**src/inc/dtm_pkg.sv**
```systemverilog
// Package: register map, field positions and types for the dual timer block
package dtm_pkg;

  // Register offsets in the special-function register space
  localparam logic [7:0] DTM_ADDR_RUN_CTRL = 8'h88;
  localparam logic [7:0] DTM_ADDR_MODE_SEL = 8'h89;
  localparam logic [7:0] DTM_ADDR_T0_LOW = 8'h8A;
  localparam logic [7:0] DTM_ADDR_T1_LOW = 8'h8B;
  localparam logic [7:0] DTM_ADDR_T0_HIGH = 8'h8C;
  localparam logic [7:0] DTM_ADDR_T1_HIGH = 8'h8D;
  localparam logic [7:0] DTM_ADDR_CLK_SEL = 8'h8E;

  // Mode register fields
  localparam int DTM_MODE_T1_GATE_BIT = 7;
  localparam int DTM_MODE_T1_LSB = 4;
  localparam int DTM_MODE_T0_GATE_BIT = 3;
  localparam int DTM_MODE_T0_LSB = 0;
  localparam logic [7:0] DTM_MODE_WR_MASK = 8'hBB;

  // Clock select register fields
  localparam int DTM_CLK_T1_SYS_BIT = 3;
  localparam int DTM_CLK_T0_SYS_BIT = 2;
  localparam int DTM_CLK_SCALE_LSB = 0;
  localparam logic [7:0] DTM_CLK_WR_MASK = 8'h0F;

  // Run control register fields
  localparam int DTM_RUN_FLAG1_BIT = 7;
  localparam int DTM_RUN_EN1_BIT = 6;
  localparam int DTM_RUN_FLAG0_BIT = 5;
  localparam int DTM_RUN_EN0_BIT = 4;
  localparam logic [7:0] DTM_RUN_WR_MASK = 8'hF0;

  // Reset values
  localparam logic [7:0] DTM_RESET_BYTE = 8'h00;

  // Prescaler divide ratios
  localparam logic [5:0] DTM_DIV_12 = 6'h0C;
  localparam logic [5:0] DTM_DIV_4 = 6'h04;
  localparam logic [5:0] DTM_DIV_48 = 6'h30;
  localparam logic [2:0] DTM_EXT_DIV_LAST = 3'h7;

  // Timer operating modes
  typedef enum logic [1:0] {
    DTM_MODE_13BIT = 2'b00,
    DTM_MODE_16BIT = 2'b01,
    DTM_MODE_RELOAD8 = 2'b10,
    DTM_MODE_SPLIT = 2'b11
  } dtm_mode_e;

  // One timer's count, high and low byte
  typedef struct packed {
    logic [7:0] hi;
    logic [7:0] lo;
  } dtm_count_s;

  // Result of one count step
  typedef struct packed {
    dtm_count_s cnt;
    logic ovf;
  } dtm_step_s;

endpackage

```
**src/logic/dtm_timer_top.sv**
```systemverilog
// Dual timer with mode, gate and clock-source selection behind SFR access
//
// Behaviour
// - Timer 1 gate clear: run whenever its run bit is set, ignore irq 1.
// - Timer 1 gate set: run only with run bit set and irq 1 active.
// - Reserved mode bits read zero; software writes zero there.
// - Timer 1 mode: 13-bit, 16-bit, 8-bit reload, or inactive.
// - Timer 0 gate clear: run whenever its run bit is set, ignore irq 0.
// - Timer 0 gate set: run only with run bit set and irq 0 active.
// - Timer 0 mode: 13-bit, 16-bit, 8-bit reload, or two 8-bit timers.
// - Timer 1 clock select: zero prescaled clock, one system clock.
// - Timer 0 clock select: zero prescaled clock, one system clock.
// - Prescale code divides system clock by 12, 4 or 48.
// - Fourth prescale code uses external clock divided by 8, synchronised.
// - Upper four clock-select bits read zero, writes ignored.
// - Timer 0 count is two byte-wide read/write registers.
// - Timer 1 count is two byte-wide read/write registers, reset zero.
// - 13-bit wrap from all ones sets that timer's overflow flag, except timer 1 with timer 0 split.
// - Reload mode: low overflow sets flag (not timer 1's with timer 0 split), reloads low from unchanged high.
// - Split mode: timer 0 high byte runs by timer 1 run bit, sets timer 1 flag.
// - Overflow flags set by hardware, cleared by software or vectoring.
module dtm_timer_top
(
  // Clock and reset
  input wire logic clk_in,
  input wire logic rst_b_in,
  // Special-function register access
  input wire logic [7:0] sfr_addr_in,
  input wire logic sfr_wr_en_in,
  input wire logic [7:0] sfr_wr_data_in,
  input wire logic sfr_rd_en_in,
  output logic [7:0] sfr_rd_data_out,
  // Pins, active-low external interrupts and external clock
  input wire logic ext_irq0_n_in,
  input wire logic ext_irq1_n_in,
  input wire logic ext_clk_in,
  // Interrupt vector acknowledges from the processor
  input wire logic tmr0_vector_ack_in,
  input wire logic tmr1_vector_ack_in,
  // Overflow flags and timer 1 overflow pulse
  output logic timer0_overflow_flag_out,
  output logic timer1_overflow_flag_out,
  output logic timer1_ovf_pulse_out
);

  // Register map, field positions and types
  import dtm_pkg::*;

  ////////////////////////////////////////////////////////////////////////
  // Helpers

  // Advance one count by one step in the given mode
  function automatic dtm_step_s step_timer(input dtm_count_s c, input dtm_mode_e mode);
    dtm_step_s r;
    logic [12:0] v13;
    logic [15:0] v16;
    r = '{cnt: c, ovf: 1'b0};
    v13 = 13'h0000;
    v16 = 16'h0000;
    case (mode)
      DTM_MODE_13BIT: begin
        // Upper three low-byte bits keep their value; software masks them
        v13 = {c.hi, c.lo[4:0]} + 13'h0001;
        r.cnt.hi = v13[12:5];
        r.cnt.lo = {c.lo[7:5], v13[4:0]};
        r.ovf = ({c.hi, c.lo[4:0]} == 13'h1FFF);
      end
      DTM_MODE_16BIT: begin
        v16 = {c.hi, c.lo} + 16'h0001;
        r.cnt = v16;
        r.ovf = ({c.hi, c.lo} == 16'hFFFF);
      end
      DTM_MODE_RELOAD8: begin
        // High byte holds the reload value and never counts here
        r.ovf = (c.lo == 8'hFF);
        r.cnt.lo = r.ovf ? c.hi : c.lo + 8'h01;
      end
      default: begin
        // Split: low byte alone as an 8-bit counter
        r.cnt.lo = c.lo + 8'h01;
        r.ovf = (c.lo == 8'hFF);
      end
    endcase
    return r;
  endfunction

  // Pin level update: follow only when the last two stages agree
  function automatic logic settle(input logic [2:0] s, input logic cur);
    return (s[1] == s[2]) ? s[2] : cur;
  endfunction

  ////////////////////////////////////////////////////////////////////////
  // Pin synchronisers

  logic [2:0] irq0_sync_q, irq0_sync_d;
  logic [2:0] irq1_sync_q, irq1_sync_d;
  logic [2:0] eclk_sync_q, eclk_sync_d;
  logic irq0_lvl_q, irq0_lvl_d;
  logic irq1_lvl_q, irq1_lvl_d;
  logic eclk_lvl_q, eclk_lvl_d;

  // Three-stage shift; stage 0 feeds only stage 1
  // Costs a few cycles of pin latency, but a metastable stage 0 stays private
  always_comb begin
    irq0_sync_d = {irq0_sync_q[1:0], ext_irq0_n_in};
    irq1_sync_d = {irq1_sync_q[1:0], ext_irq1_n_in};
    eclk_sync_d = {eclk_sync_q[1:0], ext_clk_in};
    irq0_lvl_d = settle(irq0_sync_q, irq0_lvl_q);
    irq1_lvl_d = settle(irq1_sync_q, irq1_lvl_q);
    eclk_lvl_d = settle(eclk_sync_q, eclk_lvl_q);
  end

  // Idle interrupt pins high (inactive) after reset; external clock low
  always_ff @(posedge clk_in) begin
    if (!rst_b_in) begin
      irq0_sync_q <= 3'h7;
      irq1_sync_q <= 3'h7;
      eclk_sync_q <= 3'h0;
      irq0_lvl_q <= 1'b1;
      irq1_lvl_q <= 1'b1;
      eclk_lvl_q <= 1'b0;
    end else begin
      irq0_sync_q <= irq0_sync_d;
      irq1_sync_q <= irq1_sync_d;
      eclk_sync_q <= eclk_sync_d;
      irq0_lvl_q <= irq0_lvl_d;
      irq1_lvl_q <= irq1_lvl_d;
      eclk_lvl_q <= eclk_lvl_d;
    end
  end

  ////////////////////////////////////////////////////////////////////////
  // Registers and timers

  logic [7:0] mode_sel_q, mode_sel_d;
  logic [7:0] clk_sel_q, clk_sel_d;
  logic t0_run_q, t0_run_d;
  logic t1_run_q, t1_run_d;
  logic t0_flag_q, t0_flag_d;
  logic t1_flag_q, t1_flag_d;
  dtm_count_s t0_q, t0_d;
  dtm_count_s t1_q, t1_d;
  logic [5:0] pre_cnt_q, pre_cnt_d;
  logic [2:0] ext_cnt_q, ext_cnt_d;
  logic eclk_prev_q, eclk_prev_d;
  logic [7:0] rd_data_q, rd_data_d;
  logic t1_pulse_q, t1_pulse_d;

  // Decoded controls
  dtm_mode_e mode0, mode1;
  logic [1:0] scale;
  logic [5:0] div_last;
  logic pre_tick, tick0, tick1, run0, run1;
  logic hi0_run, set_flag0, set_flag1, clr_flag0, clr_flag1;
  logic wr_run, wr_mode, wr_clk;
  dtm_step_s st0, st1, st0_hi;

  // Next-state logic for configuration, prescaler, timers and readback
  always_comb begin
    mode0 = dtm_mode_e'(mode_sel_q[DTM_MODE_T0_LSB +: 2]);
    mode1 = dtm_mode_e'(mode_sel_q[DTM_MODE_T1_LSB +: 2]);
    scale = clk_sel_q[DTM_CLK_SCALE_LSB +: 2];
    wr_run = sfr_wr_en_in && (sfr_addr_in == DTM_ADDR_RUN_CTRL);
    wr_mode = sfr_wr_en_in && (sfr_addr_in == DTM_ADDR_MODE_SEL);
    wr_clk = sfr_wr_en_in && (sfr_addr_in == DTM_ADDR_CLK_SEL);

    // Prescaler runs from the system clock regardless of timer state
    case (scale)
      2'b00: div_last = DTM_DIV_12 - 6'h01;
      2'b01: div_last = DTM_DIV_4 - 6'h01;
      default: div_last = DTM_DIV_48 - 6'h01;
    endcase
    // Compare with >= so a ratio change never strands the counter
    pre_cnt_d = (pre_cnt_q >= div_last) ? 6'h00 : pre_cnt_q + 6'h01;

    // External clock: count settled rising edges, one tick per eight
    eclk_prev_d = eclk_lvl_q;
    ext_cnt_d = ext_cnt_q;
    if (eclk_lvl_q && !eclk_prev_q) begin
      ext_cnt_d = ext_cnt_q + 3'h1;
    end
    if (scale == 2'b11) begin
      pre_tick = eclk_lvl_q && !eclk_prev_q && (ext_cnt_q == DTM_EXT_DIV_LAST);
    end else begin
      pre_tick = (pre_cnt_q >= div_last);
    end

    // Per-timer clock source
    tick0 = clk_sel_q[DTM_CLK_T0_SYS_BIT] ? 1'b1 : pre_tick;
    tick1 = clk_sel_q[DTM_CLK_T1_SYS_BIT] ? 1'b1 : pre_tick;

    // Gating: external interrupt pins are active low
    run0 = t0_run_q && (!mode_sel_q[DTM_MODE_T0_GATE_BIT] || !irq0_lvl_q);
    run1 = t1_run_q && (!mode_sel_q[DTM_MODE_T1_GATE_BIT] || !irq1_lvl_q);
    hi0_run = (mode0 == DTM_MODE_SPLIT) && t1_run_q && tick0;

    // Timer 0 counting
    st0 = step_timer(t0_q, mode0);
    st0_hi = step_timer('{hi: 8'h00, lo: t0_q.hi}, DTM_MODE_SPLIT);
    t0_d = t0_q;
    set_flag0 = 1'b0;
    set_flag1 = 1'b0;
    if (run0 && tick0) begin
      t0_d.lo = st0.cnt.lo;
      if (mode0 != DTM_MODE_SPLIT) begin
        t0_d.hi = st0.cnt.hi;
      end
      set_flag0 = st0.ovf;
    end
    if (hi0_run) begin
      t0_d.hi = st0_hi.cnt.lo;
      set_flag1 = st0_hi.ovf;
    end

    // Timer 1 counting; inactive in its own mode 3
    st1 = step_timer(t1_q, mode1);
    t1_d = t1_q;
    t1_pulse_d = 1'b0;
    if (run1 && tick1 && (mode1 != DTM_MODE_SPLIT)) begin
      t1_d = st1.cnt;
      t1_pulse_d = st1.ovf;
      // With timer 0 split, timer 1 overflow only feeds the pulse
      if (mode0 != DTM_MODE_SPLIT) begin
        set_flag1 = st1.ovf;
      end
    end

    // Software writes to count bytes take priority over counting
    if (sfr_wr_en_in && (sfr_addr_in == DTM_ADDR_T0_LOW)) t0_d.lo = sfr_wr_data_in;
    if (sfr_wr_en_in && (sfr_addr_in == DTM_ADDR_T0_HIGH)) t0_d.hi = sfr_wr_data_in;
    if (sfr_wr_en_in && (sfr_addr_in == DTM_ADDR_T1_LOW)) t1_d.lo = sfr_wr_data_in;
    if (sfr_wr_en_in && (sfr_addr_in == DTM_ADDR_T1_HIGH)) t1_d.hi = sfr_wr_data_in;

    // Configuration; reserved and unused bits are never stored
    mode_sel_d = wr_mode ? (sfr_wr_data_in & DTM_MODE_WR_MASK) : mode_sel_q;
    clk_sel_d = wr_clk ? (sfr_wr_data_in & DTM_CLK_WR_MASK) : clk_sel_q;
    t0_run_d = wr_run ? sfr_wr_data_in[DTM_RUN_EN0_BIT] : t0_run_q;
    t1_run_d = wr_run ? sfr_wr_data_in[DTM_RUN_EN1_BIT] : t1_run_q;

    // Flags: a hardware set in the same cycle beats any clear
    // Writing one raises a flag, so software can post a timer request itself
    clr_flag0 = tmr0_vector_ack_in || (wr_run && !sfr_wr_data_in[DTM_RUN_FLAG0_BIT]);
    clr_flag1 = tmr1_vector_ack_in || (wr_run && !sfr_wr_data_in[DTM_RUN_FLAG1_BIT]);
    t0_flag_d = set_flag0 || (t0_flag_q && !clr_flag0) || (wr_run && sfr_wr_data_in[DTM_RUN_FLAG0_BIT]);
    t1_flag_d = set_flag1 || (t1_flag_q && !clr_flag1) || (wr_run && sfr_wr_data_in[DTM_RUN_FLAG1_BIT]);

    // Readback, one cycle after the read strobe; unmapped reads zero
    // Count bytes are not latched as a pair; a carry may land between reads
    rd_data_d = 8'h00;
    if (sfr_rd_en_in) begin
      case (sfr_addr_in)
        DTM_ADDR_RUN_CTRL: rd_data_d = {t1_flag_q, t1_run_q, t0_flag_q, t0_run_q, 4'h0} & DTM_RUN_WR_MASK;
        DTM_ADDR_MODE_SEL: rd_data_d = mode_sel_q;
        DTM_ADDR_CLK_SEL: rd_data_d = clk_sel_q;
        DTM_ADDR_T0_LOW: rd_data_d = t0_q.lo;
        DTM_ADDR_T0_HIGH: rd_data_d = t0_q.hi;
        DTM_ADDR_T1_LOW: rd_data_d = t1_q.lo;
        DTM_ADDR_T1_HIGH: rd_data_d = t1_q.hi;
        default: rd_data_d = 8'h00;
      endcase
    end
  end

  // State registers; every register clears on reset
  always_ff @(posedge clk_in) begin
    if (!rst_b_in) begin
      mode_sel_q <= DTM_RESET_BYTE;
      clk_sel_q <= DTM_RESET_BYTE;
      t0_run_q <= 1'b0;
      t1_run_q <= 1'b0;
      t0_flag_q <= 1'b0;
      t1_flag_q <= 1'b0;
      t0_q <= '{hi: DTM_RESET_BYTE, lo: DTM_RESET_BYTE};
      t1_q <= '{hi: DTM_RESET_BYTE, lo: DTM_RESET_BYTE};
      pre_cnt_q <= 6'h00;
      ext_cnt_q <= 3'h0;
      eclk_prev_q <= 1'b0;
      rd_data_q <= 8'h00;
      t1_pulse_q <= 1'b0;
    end else begin
      mode_sel_q <= mode_sel_d;
      clk_sel_q <= clk_sel_d;
      t0_run_q <= t0_run_d;
      t1_run_q <= t1_run_d;
      t0_flag_q <= t0_flag_d;
      t1_flag_q <= t1_flag_d;
      t0_q <= t0_d;
      t1_q <= t1_d;
      pre_cnt_q <= pre_cnt_d;
      ext_cnt_q <= ext_cnt_d;
      eclk_prev_q <= eclk_prev_d;
      rd_data_q <= rd_data_d;
      t1_pulse_q <= t1_pulse_d;
    end
  end

  // Outputs straight from flip-flops
  assign sfr_rd_data_out = rd_data_q;
  assign timer0_overflow_flag_out = t0_flag_q;
  assign timer1_overflow_flag_out = t1_flag_q;
  assign timer1_ovf_pulse_out = t1_pulse_q;

endmodule

```
**config.mk**
```make
export PLATFORM = sky130hd
export DESIGN_NAME = dtm_timer_top
export DESIGN_NICKNAME = d
export VERILOG_FILES = /design/src/inc/dtm_pkg.sv /design/src/logic/dtm_timer_top.sv
export SDC_FILE = /design/constraint.sdc
export NUM_CORES = 1
export LEC_CHECK = 0
export BUFFER_PORTS_ARGS = -buffer_cell sky130_fd_sc_hd__buf_2
export CORE_ASPECT_RATIO = 1.5
export CORE_UTILIZATION = 46
export CTS_CLUSTER_SIZE = 30
export DETAILED_ROUTE_END_ITERATION = 7
export HOLD_SLACK_MARGIN = 0.03
export PLACE_DENSITY = 0.75
export SLEW_MARGIN = 0
export SYNTH_ARGS = -nofsm -noshare
export SYNTH_HDL_FRONTEND = slang
export SYNTH_SLANG_ARGS = --single-unit
export TNS_END_PERCENT = 10
```
**constraint.sdc**
```tcl
create_clock -name clk_in -period 2.7 [get_ports clk_in]
set_clock_uncertainty 0.05 [all_clocks]
set_input_delay 0.405 -clock clk_in [delete_from_list [all_inputs] [get_ports clk_in]]
set_output_delay 0.405 -clock clk_in [all_outputs]
set_load 0.005 [all_outputs]
```
==> results of run 1 <==
==> power by group through the flow <==
stage          Combinational, mW  Sequential (mW)  Clock, mW
6_report                   0.120             1.15       1.29
5_1_grt                    0.129             1.15       1.35
4_1_cts                    0.118             1.15       1.30
3_5_place_dp               0.118             1.18          0
3_3_place_gp               0.115             1.18          0
2_1_floorplan             0.0657             1.18          0
==> Yosys cell counts, drive strengths merged (4+ instances only) <==
master / n / share of area
a211o: 4 / 0.0078
nand2b: 10 / 0.014
mux2: 8 / 0.020
nand4: 5 / 0.013
buf: 14 / 0.023
nor4: 8 / 0.023
nor2: 58 / 0.048
a22oi: 6 / 0.010
nor3: 16 / 0.023
a21oi: 32 / 0.036
nor2b: 8 / 0.011
mux2i: 20 / 0.045
clkbuf: 18 / 0.016
dfxtp: 77 / 0.34
o21ai: 35 / 0.039
ha: 9 / 0.025
xnor2: 19 / 0.037
and2: 5 / 0.0070
a31oi: 8 / 0.011
inv: 8 / 0.0067
xor2: 7 / 0.014
a211oi: 14 / 0.023
and3: 7 / 0.0097
a22o: 4 / 0.0078
nand3: 29 / 0.041
nand2: 38 / 0.033
==> sequential cells by signal, summed over array words and instances, names as in the netlist, 4 cells and up <==
name,flops
clk_sel_q,4
mode_sel_q,6
t1_q,16
pre_cnt_q,6
t0_q,16
sfr_rd_data_out,8
==> worst max-delay path by stage <==
| stage | start | endpoint | cells past startpoint |
|---|---|---|---|
| 5_1_grt | clk_sel_q[1] | t1_q[6] | 8 |
| 3_5_place_dp | clk_sel_q[1] | t1_q[6] | 8 |
| 6_report | clk_sel_q[1] | t1_q[6] | 8 |
| 2_1_floorplan | clk_sel_q[1] | t1_q[8] | 9 |
| 3_3_place_gp | clk_sel_q[1] | t1_q[6] | 8 |
| 4_1_cts | clk_sel_q[1] | t1_q[6] | 8 |
==> cell families (layout without fill, tap and decap cells) <==
kind of cell,Yosys count,after routing,synth area share
flops,77,77,0.343
simple gates,200,200,0.257
fa+ha+maj,9,9,0.0251
xor+xnor,26,26,0.0507
compound gates,140,140,0.203
buf+inv,41,73,0.0465
mux,30,30,0.0746
==> layout make-up <==
type	count	area, sq um	area share
well taps	112	140	0.0278
clock buffers	9	225	0.0447
repair buffers	48	273	0.0541
multi-input cells	405	2740	0.544
flip-flops and latches	77	1540	0.306
inverters	9	33.8	0.00670
clock inverters	7	85.1	0.0169
==> cell usage in the layout (no fill, tap or decap), types with 3 or more instances in the layout <==
master                      Yosys  layout
sky130_fd_sc_hd__dfxtp_1       77      77
sky130_fd_sc_hd__nor2_1        58      58
sky130_fd_sc_hd__nand2_1       36      36
sky130_fd_sc_hd__buf_2          7      35
sky130_fd_sc_hd__a21oi_1       32      32
sky130_fd_sc_hd__o21ai_0       29      29
sky130_fd_sc_hd__nand3_1       24      24
sky130_fd_sc_hd__mux2i_1       20      20
sky130_fd_sc_hd__xnor2_1       19      19
sky130_fd_sc_hd__a211oi_1      14      14
sky130_fd_sc_hd__nor3_1        13      13
sky130_fd_sc_hd__buf_4          1      13
sky130_fd_sc_hd__nand2b_1      10      10
sky130_fd_sc_hd__ha_1           9       9
sky130_fd_sc_hd__clkbuf_16      0       9
sky130_fd_sc_hd__nor2b_1        8       8
sky130_fd_sc_hd__inv_1          8       8
sky130_fd_sc_hd__a31oi_1        8       8
sky130_fd_sc_hd__xor2_1         7       7
sky130_fd_sc_hd__and3_1         7       7
sky130_fd_sc_hd__mux2_2         7       7
sky130_fd_sc_hd__o21ai_1        6       6
sky130_fd_sc_hd__nor4_2         6       6
sky130_fd_sc_hd__a22oi_1        6       6
sky130_fd_sc_hd__and2_1         5       5
sky130_fd_sc_hd__inv_6          0       5
sky130_fd_sc_hd__a211o_1        4       4
sky130_fd_sc_hd__a22o_1         4       4
sky130_fd_sc_hd__a21o_1         3       3
sky130_fd_sc_hd__nand3_2        3       3
sky130_fd_sc_hd__and4_1         3       3
sky130_fd_sc_hd__o32ai_1        3       3
sky130_fd_sc_hd__or3_1          3       3
sky130_fd_sc_hd__nand3b_1       3       3
sky130_fd_sc_hd__o31ai_1        3       3
sky130_fd_sc_hd__a41oi_1        3       3
sky130_fd_sc_hd__o211ai_1       3       3
sky130_fd_sc_hd__o22ai_1        3       3
sky130_fd_sc_hd__nor4b_2        3       3
==> per-stage QoR <==
stage	hold WS (ps)	instance area, sq um	worst slack [ps]	utilization
floorplan	336	4490	539	-
global placement	340	4730	320	0.505
detailed placement	346	4730	211	0.505
CTS	173	5040	199	0.539
global route	188	5040	24.5	0.539
finish	178	5040	197	0.539
==> layer usage <==
layer / global-route usage / wire, um / vias up
met3: 0.0576 / 858 / 58
met5: 0 / 0 / -
met4: 0.183 / 910 / 0
met2: 0.447 / 6200 / 174
met1: 0.306 / 4810 / 1993
li1: - / - / 1978
==> impl_metrics.yaml, run 1 <==
outcome:
  outcome: "complete, no violations"
hold_path:
  hold_path.startpoint: "ext_irq0_n_in"
  timing.hold.worst.class: "in2reg"
  whs_path_depth: 2
  min_to: "irq0_sync_q[0]"
pwr:
  leakagePower_nw: 1.71
  netSwitchingFraction: 0.248
  cellInternalPower_mw: 1.93
  cellPowerDensity_nw_per_um2: 508
  seq_power_share: 0.450
  finalPower_mw: 2.56
  power.share.clock: 0.503
  max-vdd-ir-drop_mv: 0.326
  pwr-share-comb: 0.047
  p_switching_uw: 635
logic_synthesis:
  edff_count_synth: 0
  yosys.cell_types.count: 71
  syn_inst: 523
  synthesis.area_per_instance_sq_um: 8.59
  async_flop_share: 0
  postSynth.topFlopCell: "sky130_fd_sc_hd__dfxtp_1"
  yosysWarningCount: 0
  postSynthNetCount: 557
  syn-cell-area_sq_um: 4490
  postSynthRegisterBits: 77
  ys_seq_area_frac: 0.343
final_layout:
  finish.cell_count_without_fillers: 667
  drive_gt1_frac: 0.180
  num_antenna_cells: 0
  syn2layout_area_growth_pct: 12.2
  final_nets: 584
  filler_cell_count: 889
global_routing:
  global_route_usage_over_all_layers: 0.271
  grt_antenna_before_repair: 0
  overflow: 0
  grt_pass1_wl_mm: 20.3
  grt_max_degree: 26
  number_of_global_route_vias_before_repair: 3979
worst_setup_path:
  cp_common_cell: "sky130_fd_sc_hd__a21o_1"
  path_buf_inv: 1
  path_max_fanout: 10
  critical_path.reg2reg.endpoint: "t1_q[6]"
  crit_path_start_kind: "flop"
  regToRegSetupSlack_ps: 200
  critical-path-slowest-cell: "sky130_fd_sc_hd__dfxtp_1"
  critical_path_required_ps: 2910
  timing.critical_path.slowest_cell_delay_ps: 440
  wp_data_arrival_ps: 2720
  crit-reg2reg-launch: "clk_sel_q[1]"
  worstRegToRegCells: 8
  cp_top_family: "compound AO/OA/AOI/OAI gates"
  crit_type: "reg2reg"
  crit_path_cell_trace: "inv_1 -> ha_1 -> a21o_1 -> a311oi_1 -> a21o_1 -> nor2b_1 -> and3_1 -> o32ai_1"
  timing.critical_path.to_type: "flop"
timing:
  fin_crit_sh: 0.927
  final.setup.tns_ps: 0
  report.final.hold_viol_count: 0
  maxClockFrequency_ghz: 0.399
  final_setup_violation_count: 0
  period_needed_ps: 2500
  rsz0062_at_grt: "no"
  slew_viol_final: 0
  transition_time_at_the_pin_with_the_least_slew_margin_ps: 723
  worst_slew_margin_rel: 0.518
clock_network:
  clk_path_buf_depth: 2
  clock_network_latency_to_the_later_pin_of_the_worst_skew_pair_ps: 350
  cts-resized-gates: 0
  tritoncts_num_sinks: 77
  htree_num_levels: 3
  clock_buffers_created_by_tritoncts: 9
  cts.reportedPaths.clkPinSlew_ps: 70
  postCtsSetupRepairBufs: 0
  tritoncts: "built"
  postCtsHoldBufs: 0
  cts_root_buffer: "sky130_fd_sc_hd__clkbuf_16"
placed_design:
  placement.io_buffers: 35
  dp.final_hpwl_mm: 9.52
  gpl.final_weighted_congestion: 0.941
  place.detailed.instances: 651
routing:
  drt_first_iter_violations: 366
  drt-vias-per-instance: 6.30
  firstDrtPassIters: 5
  postRouteWirelength_mm: 12.8
  wl_per_cell_um: 19.2
  vias: 4203
  detail_route.drc_violations: 0
  remaining_antenna_violation_count: 0
die:
  initial_utilization: 0.480
  ios: 36
  chipWidth_um: 82.7
  die-area_sq_um: 10200
  num_rows: 43
  core_area_sq_um: 9360
  die_h_um: 123
run:
  max_cap_violations: 0
(Power assumes the default switching activity.)
==> inputs of run 2 (changes only) <==
Settings changed: PLACE_DENSITY 0.75 to unset, PLACE_DENSITY_LB_ADDON set to 0.12.
==> run 2 against run 1 <==
Effect of this change:
- final area grew 0.67%
- flip-flop and latch count did not move
- non-clock buffer count is 2 higher
- critical path depth is the same
- sequential power about the same
- maximum frequency rose by 2.7%
- die area did not move
- global-route usage grew 1.0 points
- first-iteration DRC count fell by 14%
- register-to-register slack improved by 70 ps
- sequential share of layout area is 0.20 points lower
- clock-buffer cell count increased by 1
==> impl_metrics.yaml, run 2 (synthesized netlist as in run 1, its figures left out) <==
clock_network:
  clk_path_buf_depth: 2
  cts.reportedPaths.clkPinSlew_ps: 60
  clock_buffers_created_by_tritoncts: 9
  clock_network_latency_to_the_later_pin_of_the_worst_skew_pair_ps: 340
  htree_num_levels: 3
  cts_root_buffer: "sky130_fd_sc_hd__clkbuf_16"
  tritoncts_num_sinks: 77
  postCtsHoldBufs: 0
  postCtsSetupRepairBufs: 0
  tritoncts: "built"
hold_path:
  hold_path.startpoint: "ext_irq0_n_in"
  whs_path_depth: 2
  timing.hold.worst.class: "in2reg"
  min_to: "irq0_sync_q[0]"
final_layout:
  final_cell_mix: "77 x sky130_fd_sc_hd__dfxtp_1, 58 x sky130_fd_sc_hd__nor2_1, 36 x sky130_fd_sc_hd__nand2_1"
  postLayoutCellArea_sq_um: 5080
  drive_gt1_frac: 0.185
  mostFrequentLayoutCell: "sky130_fd_sc_hd__dfxtp_1"
  final_nets: 586
  syn2layout_area_growth_pct: 12.9
  finish.cell_count_without_fillers: 669
  utilization: 0.542
  num_antenna_cells: 0
worst_setup_path:
  launch_point_of_the_critical_path: "clk_sel_q[1]"
  timing.critical_path.slowest_cell_delay_ps: 450
  crit_path_start_kind: "flop"
  crit_path_cell_trace: "inv_1 -> ha_1 -> a21o_1 -> a311oi_1 -> a21o_2 -> nor2b_1 -> and3_1 -> o32ai_1"
  wp_data_arrival_ps: 2640
  regToRegSetupSlack_ps: 260
  timing.critical_path.to_type: "flop"
  critical_path.reg2reg.endpoint: "t1_q[6]"
  path_max_fanout: 11
  worstRegToRegCells: 8
  crit_type: "reg2reg"
  critical_path_required_ps: 2900
  crit-reg2reg-launch: "clk_sel_q[1]"
  critical-path-slowest-cell: "sky130_fd_sc_hd__dfxtp_1"
timing:
  worst_slew_margin_rel: 0.636
  report.final.hold_viol_count: 0
  transition_time_at_the_pin_with_the_least_slew_margin_ps: 545
  fin_crit_sh: 0.903
  maxClockFrequency_ghz: 0.410
  period_needed_ps: 2440
  slew_viol_final: 0
  final_setup_violation_count: 0
  rsz0062_at_grt: "no"
  final.setup.tns_ps: 0
die:
  chipWidth_um: 82.7
  initial_utilization: 0.480
  die-area_sq_um: 10200
  num_rows: 43
  ios: 36
  core_area_sq_um: 9360
  die_h_um: 123
global_routing:
  overflow: 0
  grt_max_degree: 26
  grt_pass1_wl_mm: 20.7
  number_of_global_route_vias_before_repair: 3840
  grt_antenna_before_repair: 0
  global_route_usage_over_all_layers: 0.281
placed_design:
  gpl.final_weighted_congestion: 0.927
  dpl-instance-area_sq_um: 4750
  placement.io_buffers: 35
  dp.final_hpwl_mm: 9.62
  place.detailed.instances: 653
routing:
  postRouteWirelength_mm: 13.1
  detail_route.drc_violations: 0
  wl_per_cell_um: 19.6
  drt_first_iter_violations: 314
  remaining_antenna_violation_count: 0
  drt-vias-per-instance: 6.12
  firstDrtPassIters: 5
  vias: 4096
outcome:
  outcome: "complete, no violations"
pwr:
  leakagePower_nw: 1.73
  max-vdd-ir-drop_mv: 0.346
  finalPower_mw: 2.60
  cellPowerDensity_nw_per_um2: 513
run:
  max_cap_violations: 0
==> run 2: changes by cell type in the layout (fill, tap and decap cells not counted), sizes merged <==
| cell | previous run | this run |
|---|---|---|
| clkbuf | 9 | 10 |
| bufinv | 1 | 2 |
| buf | 48 | 50 |
| inv | 14 | 9 |
| clkinv | 1 | 4 |
==> run 2: area by class of cell <==
cell class,instances,area (sq um)
Sequential cell,77,1540
Inverter,9,33.8
Clock inverter,6,95.1
Fill cell,945,4290
Clock buffer,10,229
Tap cell,112,140
Timing Repair Buffer,50,288
Multi-Input combinational cell,405,2750
==> run 2: worst max path at each step <==
stage | to | slack (ps) | depth (start not counted)
finish | t1_q[6] | 260 | 8
global route | t1_q[14] | 80 | 8
CTS | t1_q[6] | 120 | 8
detailed placement | t1_q[6] | 140 | 8
global placement | t1_q[6] | 250 | 8
floorplan | t1_q[8] | 540 | 9
==> run 2: stage by stage <==
stage               setup slack, ps  hold slack [ps]
floorplan                       539              336
global placement                251              337
detailed placement              141              348
CTS                             124              185
global route                   82.4              205
finish                          263              190
==> run 2: worst max-delay path, delay by kind of cell, from the launching register on <==
family                   cells  cell delay (ps)
flip-flops                   1              450
AND/OR/NAND/NOR              2              320
AO/OA/AOI/OAI                4             1140
adder cells (fa/ha/maj)      1              280
buffers and inverters        1              100
==> run 2: timing repair <==
action / 4_1_cts / 5_1_grt
endpoints found under the hold margin: 0 / 0
gates resized for setup: 0 / 2
setup endpoints to repair: 0 / 6
==> run 2: power breakdown <==
part | total [mW] | internal [mW] | leakage, nW | switching [mW]
Combinational | 0.125 | 0.0420 | 0.948 | 0.0831
Sequential | 1.15 | 1.15 | 0.623 | 0.00725
Clock | 1.32 | 0.818 | 0.157 | 0.507
==> run 2: metal layers <==
metal / routed length (um) / vias to the layer above / global-route usage
met5: 0 / - / 0
met4: 634 / 0 / 0.152
met3: 662 / 36 / 0.0502
met2: 6530 / 138 / 0.468
met1: 5260 / 1939 / 0.336
li1: - / 1983 / -
